### config.mk
export PLATFORM = sky130hd
export DESIGN_NAME = adc_cfg_device_flat
export DESIGN_NICKNAME = d
export VERILOG_FILES = /design/src/adc_cfg_pkg.sv /design/src/adc_cfg_if.sv /design/src/adc_cfg_device.sv /design/src/link_sync.sv /design/src/flat_wrapper.sv
export VERILOG_INCLUDE_DIRS = /design/src
export SDC_FILE = /design/constraint.sdc
export NUM_CORES = 1
export LEC_CHECK = 0
export BUFFER_PORTS_ARGS = -buffer_cell sky130_fd_sc_hd__buf_2
export CORE_UTILIZATION = 51
export CTS_CLUSTER_SIZE = 8
export DETAILED_ROUTE_END_ITERATION = 10
export GPL_TIMING_DRIVEN = 0
export PLACE_DENSITY = 0.84
export SLEW_MARGIN = 20
export SYNTH_ARGS = -nofsm -noshare
export SYNTH_HDL_FRONTEND = slang
export SYNTH_SLANG_ARGS = --single-unit
### constraint.sdc
create_clock -name pclk -period 2.45 [get_ports pclk]
set_clock_uncertainty 0.05 [all_clocks]
set_input_delay 0.735 -clock pclk [delete_from_list [all_inputs] [get_ports pclk]]
set_output_delay 0.735 -clock pclk [all_outputs]
set_load 0.01 [all_outputs]
### src/adc_cfg_map.svh
/*
 * Register offsets, field positions, reset values and link timing for the
 * converter configuration bank and its serial host. Definitions only.
 * Assumes it is included by bare name, after which the macros are global.
 */
// Functional notes
// - Pin level: power down or sync command
// - Trigger change syncs only when enabled; sticky
// - Sync enable moves sync from pin to register
// - Reference source: pin, or select field
// - Reference code: internal, buffered, external, unused
// - Single-ended clock powers down differential buffer; both need the reference source bit set
// - Bits five/four pick single-ended inputs
// - Delay loop off halves sampling; below 40MSPS
// - Auto-zero switch; default per speed grade
// - Fuse load on one-then-zero, resets writes
// - Custom value: constant pattern or ramp step
// - Pattern select: normal, ramp, constant
// - Serial clock buffer needs companion enable too
// - Frame clock from core or decimation
// - Divide only for two-wire bypass
// - Shared pin carries frame clock or data
// - Stretch frame clock over both channels
// - Mapper enable gates resolution change in bypass
// - Wide enable selects twenty-bit output
// - Resolution code: eighteen, sixteen, fourteen
// - Output clock shift code, four steps
// - Soft reset restores defaults, self clears
`ifndef ADC_CFG_MAP_SVH
`define ADC_CFG_MAP_SVH
// ==========================================================
// Device bank offsets (7-bit link address)
`define A_SOFT_RESET   7'h00
`define A_SYNC_REF     7'h0E
`define A_ANALOG_IN    7'h11
`define A_FUSE_LOAD    7'h13
`define A_PAT_LOW      7'h14
`define A_PAT_MID      7'h15
`define A_PAT_SEL      7'h16
`define A_SCLK_IN      7'h18
`define A_FRAME_CLK    7'h19
`define A_MAPPER       7'h1B
`define A_CLK_DELAY    7'h1E
// ==========================================================
// Writable bit masks (reserved bits read zero)
`define M_SOFT_RESET   8'h01
`define M_SYNC_REF     8'hEF
`define M_ANALOG_IN    8'h35
`define M_FUSE_LOAD    8'h01
`define M_FULL         8'hFF
`define M_SCLK_IN      8'h10
`define M_FRAME_CLK    8'h93
`define M_MAPPER       8'hF8
`define M_CLK_DELAY    8'h30
// ==========================================================
// Field positions
`define B_PIN_FUNC     7
`define B_SYNC_TRIG    6
`define B_SYNC_EN      5
`define B_REFERENCE_CONTROL_SOURCE      3
`define B_SE_CLK       0
`define B_SE_A         5
`define B_SE_B         4
`define B_DLL_PD       2
`define B_AZ           0
`define B_SCLK_EN      4
`define B_FC_SRC       7
`define B_FC_DIV       4
`define B_FC_EN        1
`define B_FC_STR       0
`define B_MAP_EN       7
`define B_WIDE         6
// ==========================================================
// Codes and reset values
`define PAT_NORMAL     3'b000
`define PAT_RAMP       3'b010
`define PAT_CONST      3'b011
`define RES_18         3'b000
`define RES_16         3'b001
`define RES_14         3'b010
`define RST_BYTE       8'h00
`define AZ_ON_BYTE     8'h01
// ==========================================================
// Link framing and host register map
`define FRAME_BITS     5'd16
`define HDR_BITS       5'd8
`define LINK_HALF      8
`define H_CMD          12'h000
`define H_STATUS       12'h004
`endif

### src/adc_cfg_pkg.sv
/*
 * Types shared by both ends of the configuration link.
 * Assumes the map header supplies all numeric constants.
 */
package adc_cfg_pkg;
	// ==========================================================
	// Types
	typedef logic [7:0] cfg_byte_t;   // One bank register
	typedef logic [6:0] cfg_addr_t;   // Link address
	typedef enum logic [1:0] {
		HS_IDLE  = 2'b00,
		HS_LEAD  = 2'b01,
		HS_SHIFT = 2'b11,
		HS_TAIL  = 2'b10
	} host_state_t;
endpackage : adc_cfg_pkg

### src/adc_cfg_if.sv
/*
 * Four-wire serial configuration link between host and device.
 * Assumes both ends run their own pclk; the link clock comes from the host.
 */
`timescale 1ns/10ps
interface adc_cfg_if;
	logic serial_clock;   // Host-made link clock
	logic select_n;       // Frame select, low active
	logic host_data;      // Host to device bit
	logic device_data;    // Device to host bit
	modport host   (output serial_clock, select_n, host_data, input device_data);
	modport device (input serial_clock, select_n, host_data, output device_data);
endinterface : adc_cfg_if

### src/adc_cfg_device.sv
/*
 * Device end: configuration bank reached over the serial link, plus the
 * sync, reference, test-pattern and output-format decode it steers.
 * Assumes the host frames 16 bits (rw, 7 address, 8 data) MSB first,
 * changes data while the link clock is low, and keeps each half period
 * at least six pclk cycles long.
 */
`timescale 1ns/10ps
`include "adc_cfg_map.svh"
module adc_cfg_device import adc_cfg_pkg::*; #(
	parameter bit FASTEST_GRADE = 1'b1   // Fastest speed grade fitted
) (
	input  wire logic        pclk,
	input  wire logic        presetn,
	adc_cfg_if.device        link,
	input  wire logic        sync_powerdown_pin,
	input  wire logic        reference_buffer_pin,
	input  wire logic        sample_tick,
	input  wire logic        decimation_bypass,
	input  wire logic        serial_clock_companion_en,
	input  wire logic [17:0] conv_data_a,
	input  wire logic [17:0] conv_data_b,
	output logic             global_powerdown,
	output logic             sync_pulse,
	output logic [1:0]       reference_mode,
	output logic             single_ended_clock,
	output logic             diff_clock_buffer_pd,
	output logic             single_ended_input_a,
	output logic             single_ended_input_b,
	output logic             delay_loop_powerdown,
	output logic             auto_zero_enable,
	output logic             fuse_load_pulse,
	output logic [17:0]      test_word_a,
	output logic [17:0]      test_word_b,
	output logic             serial_clock_buffer_on,
	output logic             frame_clock_source,
	output logic             frame_clock_divide,
	output logic             frame_pin_is_frame_clock,
	output logic             frame_clock_stretch,
	output logic [4:0]       output_width,
	output logic [1:0]       output_clock_delay
);
	// ==========================================================
	// Helpers
	function automatic cfg_byte_t mask_of(input cfg_addr_t a);
		case (a)
			`A_SOFT_RESET: mask_of = `M_SOFT_RESET;
			`A_SYNC_REF:   mask_of = `M_SYNC_REF;
			`A_ANALOG_IN:  mask_of = `M_ANALOG_IN;
			`A_FUSE_LOAD:  mask_of = `M_FUSE_LOAD;
			`A_PAT_LOW:    mask_of = `M_FULL;
			`A_PAT_MID:    mask_of = `M_FULL;
			`A_PAT_SEL:    mask_of = `M_FULL;
			`A_SCLK_IN:    mask_of = `M_SCLK_IN;
			`A_FRAME_CLK:  mask_of = `M_FRAME_CLK;
			`A_MAPPER:     mask_of = `M_MAPPER;
			`A_CLK_DELAY:  mask_of = `M_CLK_DELAY;
			default:       mask_of = `RST_BYTE;
		endcase
	endfunction : mask_of

	// Auto-zero default depends on the grade
	function automatic cfg_byte_t default_of(input int a);
		default_of = (a == int'(`A_ANALOG_IN) && !FASTEST_GRADE) ? `AZ_ON_BYTE
		                                                          : `RST_BYTE;
	endfunction : default_of

	// Normal data, ramp or constant, before the mapper
	function automatic logic [17:0] pattern_of(input logic [2:0] sel,
	                                           input logic [17:0] ramp,
	                                           input logic [17:0] conv,
	                                           input logic [17:0] custom);
		case (sel)
			`PAT_RAMP:  pattern_of = ramp;
			`PAT_CONST: pattern_of = custom;
			default:    pattern_of = conv;
		endcase
	endfunction : pattern_of

	// ==========================================================
	// Pin synchronisation
	logic [4:0] synced;       // clk, sel_n, mosi, sync pin, ref pin
	logic       s_clk;        // Synced link clock
	logic       s_sel_n;      // Synced select
	logic       s_mosi;       // Synced host data
	logic       s_sync_pin;   // Synced sync/power-down pin
	logic       s_ref_pin;    // Synced reference pin
	logic       clk_d;        // Previous link clock
	logic       pin_d;        // Previous sync pin
	link_sync #(.WIDTH(5)) u_sync (
		.pclk     (pclk),
		.presetn  (presetn),
		.async_in ({link.serial_clock, link.select_n, link.host_data,
		            sync_powerdown_pin, reference_buffer_pin}),
		.sync_out (synced)
	);
	assign {s_clk, s_sel_n, s_mosi, s_sync_pin, s_ref_pin} = synced;

	// ==========================================================
	// Frame receiver
	logic [15:0] rx;          // Incoming shift
	logic [4:0]  bit_cnt;     // Rising edges this frame
	logic        frame_rw;    // Latched direction, 1 = read
	cfg_addr_t   frame_addr;  // Latched address
	cfg_byte_t   tx;          // Read data shift
	cfg_byte_t   bank [0:31]; // Low 32 offsets; unmapped masked off
	wire         rise     = s_clk & ~clk_d;
	wire [15:0]  rx_next  = {rx[14:0], s_mosi};
	wire         hdr_done = rise & ~s_sel_n & (bit_cnt == `HDR_BITS - 5'd1);
	wire         commit   = rise & ~s_sel_n & ~frame_rw
	                        & (bit_cnt == `FRAME_BITS - 5'd1);
	wire cfg_byte_t wdata = rx_next[7:0];

	// Shift in, latch header, shift read data out on rises
	always_ff @(posedge pclk or negedge presetn) begin
		if (!presetn) begin
			clk_d <= 1'b0; rx <= '0; bit_cnt <= '0;
			frame_rw <= 1'b0; frame_addr <= '0; tx <= '0;
		end else begin
			clk_d <= s_clk;
			if (s_sel_n) begin            // Idle: frame restarts
				bit_cnt <= '0;
				tx      <= '0;
			end else if (rise) begin
				rx      <= rx_next;
				bit_cnt <= bit_cnt + 5'd1;
				if (hdr_done) begin
					frame_rw   <= rx_next[7];
					frame_addr <= rx_next[6:0];
					tx         <= rx_next[7] ? bank[rx_next[4:0]] & mask_of(rx_next[6:0])
					                         : `RST_BYTE;
				end else begin
					tx <= {tx[6:0], 1'b0};
				end
			end
		end
	end
	assign link.device_data = tx[7];

	// ==========================================================
	// Register bank
	wire in_range   = (frame_addr[6:5] == 2'b00);
	wire soft_reset = commit & (frame_addr == `A_SOFT_RESET) & wdata[0];
	wire fuse_done  = commit & (frame_addr == `A_FUSE_LOAD)
	                  & bank[5'h13][0] & ~wdata[0];

	// Soft reset and fuse load both restore defaults; reset bit never stored
	always_ff @(posedge pclk or negedge presetn) begin
		if (!presetn) begin
			for (int i = 0; i < 32; i++) begin
				bank[i] <= default_of(i);
			end
		end else if (soft_reset || fuse_done) begin
			for (int i = 0; i < 32; i++) begin
				bank[i] <= default_of(i);
			end
		end else if (commit && in_range && frame_addr != `A_SOFT_RESET) begin
			bank[frame_addr[4:0]] <= wdata & mask_of(frame_addr);
		end
	end

	// ==========================================================
	// Field decode
	wire cfg_byte_t sr  = bank[5'h0E];
	wire cfg_byte_t ai  = bank[5'h11];
	wire cfg_byte_t ps  = bank[5'h16];
	wire cfg_byte_t fc  = bank[5'h19];
	wire cfg_byte_t mp  = bank[5'h1B];
	wire [17:0] custom  = {ps[1:0], bank[5'h15], bank[5'h14]};
	wire        pin_fn  = sr[`B_PIN_FUNC];
	wire        reg_en  = sr[`B_SYNC_EN];
	wire        trig    = sr[`B_SYNC_TRIG];
	wire        reference_control_source = sr[`B_REFERENCE_CONTROL_SOURCE];
	wire [2:0]  sel_a   = ps[4:2];
	wire [2:0]  sel_b   = ps[7:5];
	wire [2:0]  res     = mp[5:3];
	wire        resize  = ~decimation_bypass | mp[`B_MAP_EN];
	wire [4:0]  width_n = mp[`B_WIDE] ? 5'd20 :
	                      !resize      ? 5'd18 :
	                      (res == `RES_16) ? 5'd16 :
	                      (res == `RES_14) ? 5'd14 : 5'd18;

	// ==========================================================
	// Sync sources
	logic trig_d;    // Last seen trigger value
	logic pending;   // Sync waiting for a sample tick
	wire  trig_sync = (trig ^ trig_d) & reg_en;
	wire  pin_sync  = pin_fn & ~reg_en & s_sync_pin & ~pin_d;

	// Set beats clear; pulse lands on a sample tick
	always_ff @(posedge pclk or negedge presetn) begin
		if (!presetn) begin
			trig_d <= 1'b0; pin_d <= 1'b0; pending <= 1'b0; sync_pulse <= 1'b0;
		end else begin
			trig_d     <= trig;
			pin_d      <= s_sync_pin;
			pending    <= trig_sync | pin_sync | (pending & ~sample_tick);
			sync_pulse <= pending & sample_tick;
		end
	end

	// ==========================================================
	// Test pattern generators
	logic [17:0] ramp_a;   // Ramp accumulator A
	logic [17:0] ramp_b;   // Ramp accumulator B

	// Ramp steps by the custom value; held at zero otherwise
	always_ff @(posedge pclk or negedge presetn) begin
		if (!presetn) begin
			ramp_a <= '0; ramp_b <= '0; test_word_a <= '0; test_word_b <= '0;
		end else if (sample_tick) begin
			ramp_a      <= (sel_a == `PAT_RAMP) ? ramp_a + custom : '0;
			ramp_b      <= (sel_b == `PAT_RAMP) ? ramp_b + custom : '0;
			test_word_a <= pattern_of(sel_a, ramp_a, conv_data_a, custom);
			test_word_b <= pattern_of(sel_b, ramp_b, conv_data_b, custom);
		end
	end

	// ==========================================================
	// Control outputs, all registered
	always_ff @(posedge pclk or negedge presetn) begin
		if (!presetn) begin
			global_powerdown <= 1'b0; reference_mode <= 2'b00;
			single_ended_clock <= 1'b0; diff_clock_buffer_pd <= 1'b0;
			single_ended_input_a <= 1'b0; single_ended_input_b <= 1'b0;
			delay_loop_powerdown <= 1'b0; auto_zero_enable <= 1'b0;
			fuse_load_pulse <= 1'b0; serial_clock_buffer_on <= 1'b0;
			frame_clock_source <= 1'b0; frame_clock_divide <= 1'b0;
			frame_pin_is_frame_clock <= 1'b0; frame_clock_stretch <= 1'b0;
			output_width <= 5'd18; output_clock_delay <= 2'b00;
		end else begin
			global_powerdown     <= ~pin_fn & s_sync_pin;
			// Pin low picks internal, high picks buffered external
			reference_mode       <= reference_control_source ? sr[2:1] : {1'b0, s_ref_pin};
			single_ended_clock   <= reference_control_source & sr[`B_SE_CLK];
			diff_clock_buffer_pd <= reference_control_source & sr[`B_SE_CLK];
			single_ended_input_a <= ai[`B_SE_A];
			single_ended_input_b <= ai[`B_SE_B];
			delay_loop_powerdown <= FASTEST_GRADE & ai[`B_DLL_PD];
			auto_zero_enable     <= ai[`B_AZ];
			fuse_load_pulse      <= fuse_done;
			// Both enables needed; companion lives outside this bank
			serial_clock_buffer_on <= bank[5'h18][`B_SCLK_EN]
			                          & serial_clock_companion_en;
			frame_clock_source       <= fc[`B_FC_SRC];
			frame_clock_divide       <= fc[`B_FC_DIV];
			frame_pin_is_frame_clock <= fc[`B_FC_EN];
			frame_clock_stretch      <= fc[`B_FC_STR];
			output_width             <= width_n;
			output_clock_delay       <= bank[5'h1E][5:4];
		end
	end
endmodule : adc_cfg_device

### src/link_sync.sv
/*
 * Two-flop synchroniser for a bundle of unrelated levels.
 * Assumes each bit is an independent level; no word coherence.
 */
`timescale 1ns/10ps
module link_sync #(
	parameter int WIDTH = 1
) (
	input  wire logic             pclk,
	input  wire logic             presetn,
	input  wire logic [WIDTH-1:0] async_in,
	output logic      [WIDTH-1:0] sync_out
);
	logic [WIDTH-1:0] meta;   // First stage, read only by second
	// ==========================================================
	// Double flop
	always_ff @(posedge pclk or negedge presetn) begin
		if (!presetn) begin
			meta     <= '0;
			sync_out <= '0;
		end else begin
			meta     <= async_in;
			sync_out <= meta;
		end
	end
endmodule : link_sync

### src/flat_wrapper.sv
// flat-port wrapper written by rule: the top's interface ports become plain ports
module adc_cfg_device_flat import adc_cfg_pkg::*;
#(
	parameter bit FASTEST_GRADE = 1'b1                                
)
  (pclk, presetn, sync_powerdown_pin, reference_buffer_pin, sample_tick, decimation_bypass, serial_clock_companion_en, conv_data_a, conv_data_b, global_powerdown, sync_pulse, reference_mode, single_ended_clock, diff_clock_buffer_pd, single_ended_input_a, single_ended_input_b, delay_loop_powerdown, auto_zero_enable, fuse_load_pulse, test_word_a, test_word_b, serial_clock_buffer_on, frame_clock_source, frame_clock_divide, frame_pin_is_frame_clock, frame_clock_stretch, output_width, output_clock_delay, link_serial_clock, link_select_n, link_host_data, link_device_data);
  adc_cfg_if link_i ();
  input  wire logic pclk;
  input  wire logic presetn;
  input  wire logic sync_powerdown_pin;
  input  wire logic reference_buffer_pin;
  input  wire logic sample_tick;
  input  wire logic decimation_bypass;
  input  wire logic serial_clock_companion_en;
  input  wire logic [17:0] conv_data_a;
  input  wire logic [17:0] conv_data_b;
  output logic global_powerdown;
  output logic sync_pulse;
  output logic [1:0] reference_mode;
  output logic single_ended_clock;
  output logic diff_clock_buffer_pd;
  output logic single_ended_input_a;
  output logic single_ended_input_b;
  output logic delay_loop_powerdown;
  output logic auto_zero_enable;
  output logic fuse_load_pulse;
  output logic [17:0] test_word_a;
  output logic [17:0] test_word_b;
  output logic serial_clock_buffer_on;
  output logic frame_clock_source;
  output logic frame_clock_divide;
  output logic frame_pin_is_frame_clock;
  output logic frame_clock_stretch;
  output logic [4:0] output_width;
  output logic [1:0] output_clock_delay;
  input wire logic [$bits(link_i.serial_clock)-1:0] link_serial_clock;
  input wire logic [$bits(link_i.select_n)-1:0] link_select_n;
  input wire logic [$bits(link_i.host_data)-1:0] link_host_data;
  output wire logic [$bits(link_i.device_data)-1:0] link_device_data;
  assign link_i.serial_clock = link_serial_clock;
  assign link_i.select_n = link_select_n;
  assign link_i.host_data = link_host_data;
  assign link_device_data = link_i.device_data;
  adc_cfg_device #(.FASTEST_GRADE(FASTEST_GRADE)) u_core (.pclk(pclk), .presetn(presetn), .link(link_i), .sync_powerdown_pin(sync_powerdown_pin), .reference_buffer_pin(reference_buffer_pin), .sample_tick(sample_tick), .decimation_bypass(decimation_bypass), .serial_clock_companion_en(serial_clock_companion_en), .conv_data_a(conv_data_a), .conv_data_b(conv_data_b), .global_powerdown(global_powerdown), .sync_pulse(sync_pulse), .reference_mode(reference_mode), .single_ended_clock(single_ended_clock), .diff_clock_buffer_pd(diff_clock_buffer_pd), .single_ended_input_a(single_ended_input_a), .single_ended_input_b(single_ended_input_b), .delay_loop_powerdown(delay_loop_powerdown), .auto_zero_enable(auto_zero_enable), .fuse_load_pulse(fuse_load_pulse), .test_word_a(test_word_a), .test_word_b(test_word_b), .serial_clock_buffer_on(serial_clock_buffer_on), .frame_clock_source(frame_clock_source), .frame_clock_divide(frame_clock_divide), .frame_pin_is_frame_clock(frame_pin_is_frame_clock), .frame_clock_stretch(frame_clock_stretch), .output_width(output_width), .output_clock_delay(output_clock_delay));
endmodule
==> impl_metrics.ini <==
[hold_path]
min_path_cells = 1
hp-start = sync_powerdown_pin
whs_endpoint = u_core.u_sync.meta[1]$_DFF_PN0_
hold_path_class = in2reg

[global_route]
grt_pass1_wl_mm = 48.9
grt_antenna_before_repair = 0
grt_use_total = 0.283
grt_pass1_vias = 9293
overflow = 0
grt_max_degree = 93

[drt]
drc = 2
vias = 9643
ant_nets = 0
viasPerCell = 6.31
totalWireLength_mm = 32.4
first_pass_iters = 8
drtIter0Drc = 1046
wire_per_inst_um = 21.2

[timing]
fmax_mhz = 383
tightestPinTransition_ns = 0.737
rsz0062_at_grt = yes
max_slew_margin = 0.506
post-route-period-util = 1.07
slew_viol_final = 0
setup_viol = 17
hold_viol_final = 0
min_period_ns = 2.61
setup_slack_ns = -0.164

[place]
dp.cells = 1448
dp_slack_ns = -0.812
place_congestion = 0.976
dp_hpwl_mm = 20.6
port_buffers = 103

[pwr]
p_per_area_nw_per_um2 = 598
vdd_drop_max_uv = 462
p_leak_uw = 0.00596

[die]
ios = 106
die_h_um = 148
die_w_um = 148
initial_core_util = 0.519
coreArea_um2 = 21000
rows = 53
die_area_um2 = 21900

[synthesis]
synth_seq_cells = 206
synth_top_family_by_area = compound AO/OA/AOI/OAI gates
synth_edf_count = 0
syn_inst = 1068
synth-simple-area-share = 0.152
synth_cell_type_count = 71
synth_mux_area_frac = 0.119
yosysSeqAreaShare = 0.475
ys.flop_type = dfrtp_1
synth.avg_cell_area_um2 = 10.2
async_flop_share = 1.00
synth_compound_area_frac = 0.157
syn-cell-area_um2 = 10900
ys_warn_count = 0
synthAdderAreaFrac = 0.0451
synth_fp_nets = 1152
synthXorXnorAreaFrac = 0.0193

[clock_network]
cts_tree = built
cts_root_buf = clkbuf_16
cts.sinks = 206
h-tree-depth = 1
clk_path_buf_depth = 3
numCtsBuffers = 29
insertion_delay_ns = 0.54
clk_pin_slew_worst_paths_ns = 0.06

[setup_path]
rrSetupSlack_ns = -0.16
cp.arrival_ns = 2.99
r2r-start = u_core.bank[91]$_DFFE_PN0P_
cp-startpoint = u_core.bank[91]$_DFFE_PN0P_
reg2reg_to = u_core.ramp_a[16]$_DFFE_PN0P_
startpoint_type = flip-flop
end_kind = flip-flop
crit_type = reg2reg
worstPathRequired_ns = 2.83
cp_max_fo = 3
ff2ff_path_depth = 10

[cells_and_area]
stdcell_count = 1528
antenna_cells = 0
final_cell_mix = dfrtp_1, nand2_1, buf_2
fin_nets = 1326
final_common_cell = dfrtp_1
area_growth_pct = 25.2
drive_gt1_frac = 0.295

[job]
max_cap_viol_count = 0

[outcome]
outcome = finished, violations left
violations = DRC, setup timing
[repair_timing]
action                                  in CTS  in global routing
hold buffers                                 1                  0
pin swaps                                   12                 36
setup buffers                               22                 24
hold endpoints to repair                    19                  0
endpoints found under the setup margin     113                 96
gates resized for setup                     46                106
[worst max-delay path, stage by stage, from the launching register on]
cell and delay (ns):
dfrtp_2 0.47, buf_12 0.16, ha_4 0.26, buf_4 0.14
o21ai_0 0.35, a21oi_4 0.07, a41oi_2 0.23, o31ai_4 0.12
a311oi_2 0.31, xnor2_1 0.12, a22o_1 0.22
[state kept, by name (all words and copies together), names as in the netlist, 2 cells and up]
register and flops:
u_core.test_word_a 18, u_core.tx 8, u_core.output_clock_delay 2, u_core.mp 6, u_core.u_sync.meta 5, u_core.bit_cnt 5, u_core.ramp_a 18, u_core.frame_addr 7
u_core.u_sync.sync_out 5, u_core.ps 8, u_core.test_word_b 18, u_core.fc 4, u_core.output_width 4, u_core.ai 5, u_core.sr 7, u_core.ramp_b 18
u_core.bank 41, u_core.rx 7, u_core.reference_mode 2
[how the worst max path moves through the flow]
stage / to / cells past startpoint
5_1_grt: u_core.ramp_a[16]$_DFFE_PN0P_ / 10
2_1_floorplan: u_core.ramp_a[16]$_DFFE_PN0P_ / 10
3_5_place_dp: u_core.ramp_a[9]$_DFFE_PN0P_ / 5
6_report: u_core.ramp_a[16]$_DFFE_PN0P_ / 10
3_3_place_gp: u_core.frame_addr[4]$_DFFE_PN0P_ / 1
4_1_cts: u_core.ramp_b[16]$_DFFE_PN0P_ / 10
[area by class of cell]
cell class | count | area, µm²
buffer | 60 | 264
tap | 275 | 344
multi-input combinational | 776 | 6010
clock buffer | 42 | 785
sequential | 206 | 5170
inverter | 18 | 67.6
fill | 1535 | 7350
timing repair buffer | 151 | 965
[per-layer routing]
metal	GRT usage	part of all wire	up-vias
met3	0.0491	0.094	150
met4	0.110	0.048	0
li1	-	-	4225
met5	0	0	-
met2	0.450	0.46	581
met1	0.387	0.39	4687
[cell families after synthesis]
family,Yosys count
xor gates and xnor gates,24
other,1
AOI/OAI and AO/OA,275
adders and majority gates,38
buffers and inverters,86
and+or+nand+nor,327
muxes,111
DFF,206
[per-stage QoR]
step                utilization  hold slack (ns)  instance area (µm²)  setup TNS, ns  total power, µW
global placement          0.561            0.283                11800        -590.71             4490
CTS                       0.619            0.247                13000         -0.248             8110
detailed placement        0.564            0.285                11800         -29.27             4520
finish                    0.649            0.258                13600         -0.658             8130
floorplan                     -            0.281                10900              0             4160
global route              0.649            0.251                13600          -2.79             8410
[Yosys cell counts, types with 22 or more instances]
master	instances	area (µm²)
dfrtp_1	204	5100
nand2_1	117	439
o21ai_0	107	536
a21oi_1	58	290
mux2_2	58	653
clkbuf_1	51	191
mux2i_1	44	440
nor2_1	43	161
nand3_1	39	195
ha_1	36	450
and2_1	28	175
a22o_1	22	193
[where the power goes]
| group | internal, µW | switching [µW] |
|---|---|---|
| combinational | 340 | 551 |
| sequential | 3530 | 140 |
| clock | 2160 | 1410 |
| total | 6030 | 2100 |
(Power assumes the default switching activity.)
